File: src/rtl/fabi_pkg.sv
// constants for the host side of the asynchronous flash bus controller
// assumes a 50 MHz ref_clk; times are printed in ns and converted here
// Notes on behaviour
// - reset low minimum, then wait recovery times
// - host waits ready after reset before cycles
// - read: select and output enable low, strobe high
// - output enable high throughout write
package fabi_pkg;
   localparam int CLK_PERIOD_NS = 20;
   // timing figures, plain defaults where none is printed
   localparam int RESET_LOW_MIN_TIME_NS = 500;
   localparam int RESET_HIGH_TO_SELECT_TIME_NS = 50;
   localparam int READY_TO_SELECT_TIME_NS = 0;
   localparam int READ_ACCESS_NS = 55;
   localparam int WRITE_PULSE_NS = 40;
   localparam int SETUP_NS = 20;
   // least times round up; the two recovery times never below one cycle
   localparam int RESET_LOW_CYC = (RESET_LOW_MIN_TIME_NS + CLK_PERIOD_NS - 1) / CLK_PERIOD_NS;
   localparam int RESET_REC_CYC_RAW = (RESET_HIGH_TO_SELECT_TIME_NS + CLK_PERIOD_NS - 1) / CLK_PERIOD_NS;
   localparam int RESET_REC_CYC = (RESET_REC_CYC_RAW < 1) ? 1 : RESET_REC_CYC_RAW;
   localparam int READY_REC_CYC_RAW = (READY_TO_SELECT_TIME_NS + CLK_PERIOD_NS - 1) / CLK_PERIOD_NS;
   localparam int READY_REC_CYC = (READY_REC_CYC_RAW < 1) ? 1 : READY_REC_CYC_RAW;
   localparam int READ_CYC = (READ_ACCESS_NS + CLK_PERIOD_NS - 1) / CLK_PERIOD_NS + 1;
   localparam int WRITE_CYC = (WRITE_PULSE_NS + CLK_PERIOD_NS - 1) / CLK_PERIOD_NS;
   localparam int SETUP_CYC = (SETUP_NS + CLK_PERIOD_NS - 1) / CLK_PERIOD_NS;
   localparam int CNT_W = 8;
   // pin widths
   localparam int ADDR_W = 17;
   localparam int DATA_W = 16;
   // bottom-boot block starts, word addresses
   localparam logic [16:0] BLK1_WORD = 17'h02000;
   localparam logic [16:0] BLK2_WORD = 17'h03000;
   localparam logic [16:0] BLK3_WORD = 17'h04000;
   localparam logic [16:0] BLK4_WORD = 17'h08000;
   localparam logic [16:0] BLK5_WORD = 17'h10000;
   localparam logic [16:0] BLK6_WORD = 17'h18000;
   localparam logic [15:0] ERASED_WORD = 16'hFFFF;
   localparam logic [15:0] DATA_RST = 16'h0000;
   typedef enum logic [1:0] {FABI_OP_READ, FABI_OP_WRITE, FABI_OP_RESET} fabi_op_type;
   typedef enum {FABI_ST_IDLE, FABI_ST_RST_LOW, FABI_ST_RST_REC, FABI_ST_RD, FABI_ST_WR_SETUP,
      FABI_ST_WR_PULSE, FABI_ST_WR_HOLD, FABI_ST_DONE} fabi_state_type;
endpackage

File: src/rtl/fabi_sync.sv
// two-flop synchroniser for one pin level
// assumes the input is asynchronous to ref_clk
`timescale 1ns/1ps
module fabi_sync #(
   parameter logic RESET_VAL = 1'b0
) (
   // clock and reset
   input wire logic ref_clk,
   input wire logic rst_b,
   // level in and out
   input wire logic async_in,
   output logic sync_out
);
   logic meta_r;

   // first flop read only by the second
   always_ff @(posedge ref_clk or negedge rst_b) begin
      if (!rst_b) begin
         meta_r <= RESET_VAL;
         sync_out <= RESET_VAL;
      end else begin
         meta_r <= async_in;
         sync_out <= meta_r;
      end
   end
endmodule

File: src/rtl/fabi_host.sv
// host controller driving the flash asynchronous bus pins
// assumes one request at a time; ready/busy pulled up externally
`timescale 1ns/1ps
module fabi_host
   import fabi_pkg::*;
(
   // clock and reset
   input wire logic ref_clk,
   input wire logic rst_b,
   // user request
   input wire logic req_valid,
   input wire fabi_pkg::fabi_op_type req_op,
   input wire logic [fabi_pkg::ADDR_W-1:0] req_addr,
   input wire logic req_byte_high,
   input wire logic [fabi_pkg::DATA_W-1:0] req_wdata,
   input wire logic word_mode,
   output logic req_ready,
   // user answer
   output logic rsp_valid,
   output logic [fabi_pkg::DATA_W-1:0] rsp_rdata,
   output logic dev_busy,
   // flash pins
   output logic [fabi_pkg::ADDR_W-1:0] address_lines,
   output logic chip_select_n,
   output logic output_enable_n,
   output logic write_strobe_n,
   output logic reset_or_unprotect_n,
   output logic byte_word_sel,
   input wire logic [fabi_pkg::DATA_W-1:0] data_in,
   output logic [fabi_pkg::DATA_W-1:0] data_out,
   output logic data_oe,
   output logic top_data_or_low_address_oe,
   input wire logic ready_busy_od
);
   import fabi_pkg::*;

   fabi_state_type state_r;
   logic [CNT_W-1:0] cnt_r;
   logic rb_sync;
   logic [DATA_W-1:0] data_s;
   logic take;

   // take only when idle and ready, never the request answered this cycle
   assign take = (state_r == FABI_ST_IDLE) && req_valid && rb_sync && !rsp_valid;

   // pins pass two flops before use
   fabi_sync #(.RESET_VAL(1'b1)) u_rb (.ref_clk(ref_clk), .rst_b(rst_b), .async_in(ready_busy_od),
      .sync_out(rb_sync));
   for (genvar i = 0; i < DATA_W; i++) begin : g_dsync
      fabi_sync #(.RESET_VAL(1'b0)) u_d (.ref_clk(ref_clk), .rst_b(rst_b), .async_in(data_in[i]),
         .sync_out(data_s[i]));
   end

   // main sequencer; all pins change on clock edges, no glitches
   always_ff @(posedge ref_clk or negedge rst_b) begin
      if (!rst_b) begin
         state_r <= FABI_ST_RST_LOW;
         cnt_r <= '0;
      end else begin
         unique case (state_r)
            FABI_ST_IDLE: begin
               cnt_r <= '0;
               if (take) begin
                  unique case (req_op)
                     FABI_OP_READ: begin
                        state_r <= FABI_ST_RD;
                     end
                     FABI_OP_WRITE: begin
                        state_r <= FABI_ST_WR_SETUP;
                     end
                     default: begin
                        state_r <= FABI_ST_RST_LOW;
                     end
                  endcase
               end
            end
            FABI_ST_RST_LOW: begin
               cnt_r <= cnt_r + 1'b1;
               if (cnt_r == CNT_W'(RESET_LOW_CYC - 1)) begin
                  state_r <= FABI_ST_RST_REC;
                  cnt_r <= '0;
               end
            end
            FABI_ST_RST_REC: begin
               // sum of both recovery times plus two cycles, then ready release
               if (cnt_r < CNT_W'(RESET_REC_CYC + READY_REC_CYC + 2)) begin
                  cnt_r <= cnt_r + 1'b1;
               end else if (rb_sync) begin
                  state_r <= FABI_ST_IDLE;
                  cnt_r <= '0;
               end
            end
            FABI_ST_RD: begin
               cnt_r <= cnt_r + 1'b1;
               if (cnt_r == CNT_W'(READ_CYC + 1)) begin
                  state_r <= FABI_ST_DONE;
               end
            end
            FABI_ST_WR_SETUP: begin
               cnt_r <= cnt_r + 1'b1;
               if (cnt_r == CNT_W'(SETUP_CYC - 1)) begin
                  state_r <= FABI_ST_WR_PULSE;
                  cnt_r <= '0;
               end
            end
            FABI_ST_WR_PULSE: begin
               // strobe low longer than any glitch filter
               cnt_r <= cnt_r + 1'b1;
               if (cnt_r == CNT_W'(WRITE_CYC - 1)) begin
                  state_r <= FABI_ST_WR_HOLD;
                  cnt_r <= '0;
               end
            end
            FABI_ST_WR_HOLD: begin
               state_r <= FABI_ST_DONE;
            end
            FABI_ST_DONE: begin
               state_r <= FABI_ST_IDLE;
            end
         endcase
      end
   end

   // latched request fields and pin drive
   always_ff @(posedge ref_clk or negedge rst_b) begin
      if (!rst_b) begin
         address_lines <= '0;
         data_out <= DATA_RST;
         byte_word_sel <= 1'b1;
      end else if (take) begin
         address_lines <= req_addr;
         byte_word_sel <= word_mode;
         // byte mode: top pin carries byte select
         data_out <= word_mode ? req_wdata : {req_byte_high, 7'h00, req_wdata[7:0]};
      end
   end

   // control strobes, all registered
   always_ff @(posedge ref_clk or negedge rst_b) begin
      if (!rst_b) begin
         chip_select_n <= 1'b1;
         output_enable_n <= 1'b1;
         write_strobe_n <= 1'b1;
         reset_or_unprotect_n <= 1'b0;
         data_oe <= 1'b0;
         top_data_or_low_address_oe <= 1'b0;
      end else begin
         reset_or_unprotect_n <= !(state_r == FABI_ST_RST_LOW || (take && req_op == FABI_OP_RESET));
         chip_select_n <= !(state_r == FABI_ST_RD || state_r == FABI_ST_WR_SETUP ||
            state_r == FABI_ST_WR_PULSE);
         output_enable_n <= !(state_r == FABI_ST_RD);
         write_strobe_n <= !(state_r == FABI_ST_WR_PULSE);
         // write data held across the strobe rising edge
         data_oe <= (state_r == FABI_ST_WR_SETUP || state_r == FABI_ST_WR_PULSE ||
            state_r == FABI_ST_WR_HOLD);
         top_data_or_low_address_oe <= (state_r == FABI_ST_WR_SETUP || state_r == FABI_ST_WR_PULSE ||
            state_r == FABI_ST_WR_HOLD) || (!byte_word_sel && state_r == FABI_ST_RD);
      end
   end

   // answer and status
   always_ff @(posedge ref_clk or negedge rst_b) begin
      if (!rst_b) begin
         rsp_valid <= 1'b0;
         rsp_rdata <= '0;
         req_ready <= 1'b0;
         dev_busy <= 1'b1;
      end else begin
         rsp_valid <= (state_r == FABI_ST_DONE);
         if (state_r == FABI_ST_RD && cnt_r == CNT_W'(READ_CYC + 1)) begin
            // byte mode: upper lines float, drop them
            rsp_rdata <= byte_word_sel ? data_s : {8'h00, data_s[7:0]};
         end
         req_ready <= (state_r == FABI_ST_IDLE) && rb_sync && !req_valid;
         dev_busy <= !rb_sync;
      end
   end

   // pin low time kept in a counter, too long for a repetition
   logic [CNT_W-1:0] rst_low_cnt_r;
   always_ff @(posedge ref_clk or negedge rst_b) begin
      if (!rst_b) begin
         rst_low_cnt_r <= '0;
      end else if (reset_or_unprotect_n) begin
         rst_low_cnt_r <= '0;
      end else if (rst_low_cnt_r != '1) begin
         // saturate so a stuck reset cannot wrap to a short count
         rst_low_cnt_r <= rst_low_cnt_r + 1'b1;
      end
   end
endmodule

File: config.mk
export PLATFORM = sky130hd
export DESIGN_NAME = fabi_host
export DESIGN_NICKNAME = d
export VERILOG_FILES = /design/src/rtl/fabi_pkg.sv /design/src/rtl/fabi_sync.sv /design/src/rtl/fabi_host.sv
export SDC_FILE = /design/constraint.sdc
export NUM_CORES = 1
export LEC_CHECK = 0
export BUFFER_PORTS_ARGS = -buffer_cell sky130_fd_sc_hd__clkbuf_2
export CAP_MARGIN = 30
export CELL_PAD_IN_SITES_DETAIL_PLACEMENT = 0
export CELL_PAD_IN_SITES_GLOBAL_PLACEMENT = 2
export CORE_UTILIZATION = 30
export CTS_CLUSTER_DIAMETER = 150
export DETAILED_ROUTE_END_ITERATION = 10
export PLACE_DENSITY_LB_ADDON = 0.25
export SETUP_SLACK_MARGIN = 0.15
export SLEW_MARGIN = 20
export SYNTH_ARGS = -nofsm -noshare
export SYNTH_HDL_FRONTEND = slang
export SYNTH_SLANG_ARGS = --single-unit
export TNS_END_PERCENT = 5
File: constraint.sdc
create_clock -name ref_clk -period 2.2 [get_ports ref_clk]
set_clock_uncertainty 0.1 [all_clocks]
set_input_delay 0.11 -clock ref_clk [delete_from_list [all_inputs] [get_ports ref_clk]]
set_output_delay 0.11 -clock ref_clk [all_outputs]
set_load 0.02 [all_outputs]
-- Yosys cells after proc, flatten, opt, wreduce, memory -nomap -nowiden
Index checks and enable logic that the tools add are counted.
- word-level logic and storage cells: 123
- flip-flop bits (word level): 133
- output and inout bits: 59
- magnitude comparators: 1
- reduce and logical (&&, ||, !) cells: 29
- add/subtract/negate cells: 1
- eq/ne operators: 26
- multiplexer cells: 17
- operators by type and width (kind ; number):
    case mux 32 bit (8 select lines) ; 1
    two-way mux 32 bit ; 7
    equality test 32 x 3 -> 1 bit, second input constant ; 5
    equality test 32 x 4 -> 1 bit, second input constant ; 4
    equality test 32 x 2 -> 1 bit, second input constant ; 3
    logical NOT 32 bit ; 2
    case mux 8 bit (6 select lines) ; 1
    two-way mux 8 bit ; 5
    equality test 32 x 1 -> 1 bit, second input constant ; 1
    two-way mux 16 bit ; 2
    inequality test 2 bit, second input constant ; 6
    adder 8 x 1 -> 8 bit, second input constant ; 1
    equality test 8 x 1 -> 1 bit, second input constant ; 1
    equality test 8 x 3 -> 1 bit, second input constant ; 1
    equality test 8 x 5 -> 1 bit, second input constant ; 1
    logical AND 1 bit ; 8
    logical NOT 1 bit ; 8
    logical NOT 8 bit ; 1
    < comparator 8 x 3 -> 1 bit, second input constant ; 1
    AND reduction 7 bit ; 1
    logical OR 1 bit ; 6
    case mux 3 bit (2 select lines) ; 1
    nonzero test 6 bit ; 1
    inequality test 3 x 2 -> 1 bit, second input constant ; 1
    other kinds (5) ; 5

-- Depth between registers and ports, before layout
- depth in word-level cells: 7
- depth in mapped cells: 8
- gate-level depth less buffers: 7

-- Cells and area by module
Synthesis repeated with hierarchy kept, for this count alone.
- cells, all modules: 285
- area total of the unflattened synthesis: 3858.7 sq um
- modules (own cells, without submodules) (module ; times used ; cells each ; seq. area each (sq um) ; area an instance (sq um)):
    fabi_host ; 1 ; 251 ; 1759.2 ; 3005.4
    fabi_sync at g_dsync[0].u_d ... ; 16 ; 2 ; 50.0 ; 50.0
    fabi_sync at u_rb ; 1 ; 2 ; 52.6 ; 52.6

-- Worst setup path before layout
Ideal clock, no wire load.
- path type: flip-flop to flip-flop
- start point: reg cnt_r[0]
- end point: reg cnt_r[5]
- data arrival time: 1.876 ns
- path slack: 0.160 ns
- stages on the path, launching flop included: 8
- buffers on the path: 0
- library setup time: 0.064 ns
- required time: 2.036 ns
- cells stage by stage: dfrtp_1 > inv_1 > ha_1 > and3_1 > a2111oi_2 > a211oi_4 > nor4_1 > a21o_1
- cells in the longest elaborated chain, start to end: 3
- elaborated cells between the ends (all ways): 12
- ends and longest elaborated chain (element ; line ; text):
    start: declaration ; fabi_host.sv:38 ; logic [CNT_W-1:0] cnt_r;
    start signal: assignment ; fabi_host.sv:78 ; cnt_r <= cnt_r + 1'b1;
    start signal: assignment ; fabi_host.sv:87 ; cnt_r <= cnt_r + 1'b1;
    start signal: assignment ; fabi_host.sv:94 ; cnt_r <= cnt_r + 1'b1;
    adder 8 x 1 -> 8 bit (tied with other cells) ; n/a ;
    two-way mux 8 bit (tied with other cells) ; fabi_host.sv:109 ; if (cnt_r == CNT_W'(WRITE_CYC - 1)) begin
    case mux 8 bit (6 select lines) or AND reduction 2 bit (tied branches) ; n/a ;
Parallel ways exist; a longest one is shown, timed or not.
A chain may end at the register's enable or synchronous reset.

-- Final worst setup path
- start point: reg state_r[0]
- end point: reg rsp_rdata[0] (netlist bit)
- cells in the longest elaborated chain, start to end: 2
- ends and longest elaborated chain (element ; line ; text):
    start: declaration ; fabi_host.sv:37 ; fabi_state_type state_r;
    start signal: assignment ; fabi_host.sv:57 ; state_r <= FABI_ST_RST_LOW;
    start signal: assignment ; fabi_host.sv:66 ; state_r <= FABI_ST_RD;
    start signal: assignment ; fabi_host.sv:69 ; state_r <= FABI_ST_WR_SETUP;
    equality test 32 x 3 -> 1 bit ; fabi_host.sv:170 ; if (state_r == FABI_ST_RD && cnt_r == CNT_W'(READ_CYC + 1)) begin
    logical AND 1 bit ; fabi_host.sv:170 ;
    end signal: assignment ; fabi_host.sv:172 ; rsp_rdata <= byte_word_sel ? data_s : {8'h00, data_s[7:0]};
    end: declaration ; fabi_host.sv:20 ; output logic [fabi_pkg::DATA_W-1:0] rsp_rdata,
Every way passes these cells.

==> impl_metrics.py <==
metrics = {
    "place": {
        "portBuffers": 115,
        "place_ws_ns": -0.000256,
        "gp_congestion": 0.787,
        "hpwl_um": 5720,
    },
    "setup_path": {
        "arrival_ns": 2.14,
        "setup.worst_path.class": "reg2reg",
        "cp-end-kind": "register",
        "required_ns": 2.32,
        "path_max_fanout": 12,
        "start_kind": "register",
    },
    "timing": {
        "drv_slew": 0,
        "min_period_ns": 2.02,
        "slew_headroom_pct": 58.5,
        "fin_ws_ns": 0.182,
        "hold_ws_ns": 0.0263,
        "hold_viol": 0,
        "finalSetupViolCount": 0,
        "rsz0062_at_grt": "yes",
        "fmax_ghz": 0.496,
        "worstMarginPinSlew_ns": 0.623,
        "layout_worst_path_cycle_share_pct": 91.7,
    },
    "cells_and_area": {
        "final_common_cell": "clkbuf_2",
        "nets": 537,
        "n_antenna_cell": 0,
        "syn2layout_area_growth_pct": 47.7,
        "drive_gt1_share_pct": 43.0,
        "final_cell_mix": "clkbuf_2, dfrtp_1, dlygate4sd3_1, nand2_1, mux2_2",
    },
    "power_and_ir_drop": {
        "p_per_area_mw_per_mm2": 1230,
        "leakage_nw": 2.79,
        "ir_worst_vdd_v": 0.000617,
    },
    "synthesis": {
        "synth_fp_nets": 349,
        "syn_area_per_cell_um2": 13.5,
        "synth-seq-area-share_pct": 67.1,
        "synth.distinct_cells": 45,
        "synthFlopType": "dfrtp_1",
        "synth_area_leaders": "dfrtp_1, mux2_2, dfstp_2, nand2_1, mux2_4",
        "ys_warn_count": 0,
        "syn_inst": 289,
        "synth-edff-count": 0,
        "syn-cell-area_mm2": 0.00389,
        "async_flop_share_pct": 100,
        "ys_seq_elements": 104,
        "synth_top_area_share_pct": 61.7,
        "synth_area_leader_cell": "dfrtp_1",
    },
    "clock_network": {
        "cts.sinks": 104,
        "root_buffer": "clkbuf_16",
        "htreeDepth": 3,
        "cts.clk_slew.worst_paths_ns": 0.07,
        "cts_tree": "done",
        "clock_latency_ns": 0.35,
        "cts.path.max_buffers": 2,
        "cts_buffers": 9,
    },
    "detailed_routing": {
        "drt-pass1-iter-count": 4,
        "wirelength_um": 8690,
        "wl_per_cell_um": 13.3,
        "vias_per_cell": 4.34,
        "ant_nets": 0,
        "first_iter_violations": 75,
        "vias": 2834,
        "drc_errors": 0,
    },
    "run_status": {
        "status": "finished, final reports clean",
    },
    "job": {
        "maxCapViolations": 0,
    },
    "die": {
        "ioPinCount": 116,
        "fp.dieArea_mm2": 0.0134,
        "die_w_um": 116,
        "core_mm2": 0.0126,
        "rows": 41,
        "initial_core_util_pct": 30.8,
        "chipHeight_um": 116,
    },
    "hold_path": {
        "hold_path_class": "in2reg",
    },
    "global_route": {
        "grt_overflow": 0,
        "grt_antenna_before_repair": 0,
        "grt_pass1_vias": 2897,
        "grt_pass1_wl_um": 14200,
        "grt_usage_pct": 13.9,
        "grt_max_degree": 49,
    },
}
critical path, cell delays in order, from the launching register on:
cell,delay [ns]
dfstp_2,0.64
nand2_4,0.10
nor2_4,0.15
inv_2,0.06
or3_4,0.38
buf_12,0.16
mux2_1,0.30
worst paths after layout:
check	slack, ns	start	depth (start not counted)	to
max in group asynchronous	1.05	rst_b	3	g_dsync[4].u_d.meta_r
min in group asynchronous	0.22	rst_b	2	data_out[3]
hold reg to reg	0.25	g_dsync[8].u_d.meta_r	0	g_dsync[8].u_d.sync_out
hold / removal	0.03	word_mode	3	data_out[10]
setup reg to reg	0.18	state_r[0]	6	rsp_rdata[0]
setup / recovery	0.18	state_r[0]	6	rsp_rdata[0]
layer usage:
layer / vias up / wire [µm] / global-route usage, %
li1: 1362 / - / -
met1: 1357 / 3780 / 17.1
met2: 106 / 4020 / 21.4
met3: 9 / 753 / 6.85
met4: 0 / 134 / 4.53
met5: - / 0 / 0
synthesized netlist by cell type (2+ instances only):
cell type,instances
dfstp_2,8
clkbuf_1,4
dfrtp_1,96
ha_1,3
mux2_2,26
a21oi_1,4
a211oi_1,2
nor3b_1,2
o211ai_1,3
o21ai_0,9
nor4_1,2
inv_1,10
nor3_1,3
buf_2,5
nand3_1,4
o22ai_1,3
mux2_1,4
o21ai_1,13
nor2_1,9
nor2b_1,2
nand2_1,38
xnor2_1,3
mux2i_1,2
buf_1,2
a311oi_2,2
mux2_4,5
and3_1,3
a21o_1,5
power by group:
part	total [W]	internal, W	leakage [nW]	switching [W]
sequential	0.00284	0.00247	1.28	0.000369
combinational	0.00265	0.00116	1.37	0.00149
clock	0.00159	0.000911	0.142	0.000683
total	0.00708	0.00454	2.79	0.00254
area by class of cell:
type | instances | area [µm²]
fillers | 1213 | 6870
repair buffers | 189 | 1330
clock buffers | 11 | 243
well taps | 172 | 215
clock inverters | 4 | 55.1
multi-input cells | 162 | 1250
flip-flops and latches | 104 | 2620
inverters | 11 | 41.3
stage by stage:
| step | area (µm²) | total power, W | util [%] | cells | setup TNS (ns) |
|---|---|---|---|---|---|
| global route | 5750 | 0.00752 | 45.5 | 653 | 0 |
| CTS | 5600 | 0.00697 | 44.4 | 645 | 0 |
| floorplan | 3890 | 0.00434 | - | 289 | 0 |
| detailed placement | 4760 | 0.00523 | 37.7 | 577 | -0.000256 |
| finish | 5750 | 0.00708 | 45.5 | 653 | 0 |
| global placement | 4760 | 0.00521 | 37.7 | 577 | 0 |
repair_timing:
item,CTS,global route
setup endpoints to repair,13,16
gates cloned,0,1
buffers inserted,0,7
resized for setup,1,13
pin swaps,0,7
endpoints found under the hold margin,91,0
hold buffers,53,0
sequential cells by signal, indices dropped and copies added, names as in the netlist:
| signal | cells |
|---|---|
| state_r | 3 |
| g_dsync.u_d.meta_r | 16 |
| u_rb.meta_r | 1 |
| data_oe | 1 |
| output_enable_n | 1 |
| dev_busy | 1 |
| g_dsync.u_d.sync_out | 16 |
| data_out | 16 |
| rsp_valid | 1 |
| u_rb.sync_out | 1 |
| cnt_r | 8 |
| address_lines | 17 |
| chip_select_n | 1 |
| byte_word_sel | 1 |
| top_data_or_low_address_oe | 1 |
| rsp_rdata | 16 |
| reset_or_unprotect_n | 1 |
| write_strobe_n | 1 |
| req_ready | 1 |
cell families after synthesis:
kind of cell               count (synthesis)  share of synthesized area, %
DFF                                      104                          67.1
muxes                                     37                          11.1
AOI/OAI and AO/OA                         47                          8.26
adders and majority gates                  3                         0.965
buffers and inverters                     23                          2.57
and+or+nand+nor                           72                          9.26
xor gates and xnor gates                   3                         0.675
(Power assumes the default switching activity.)
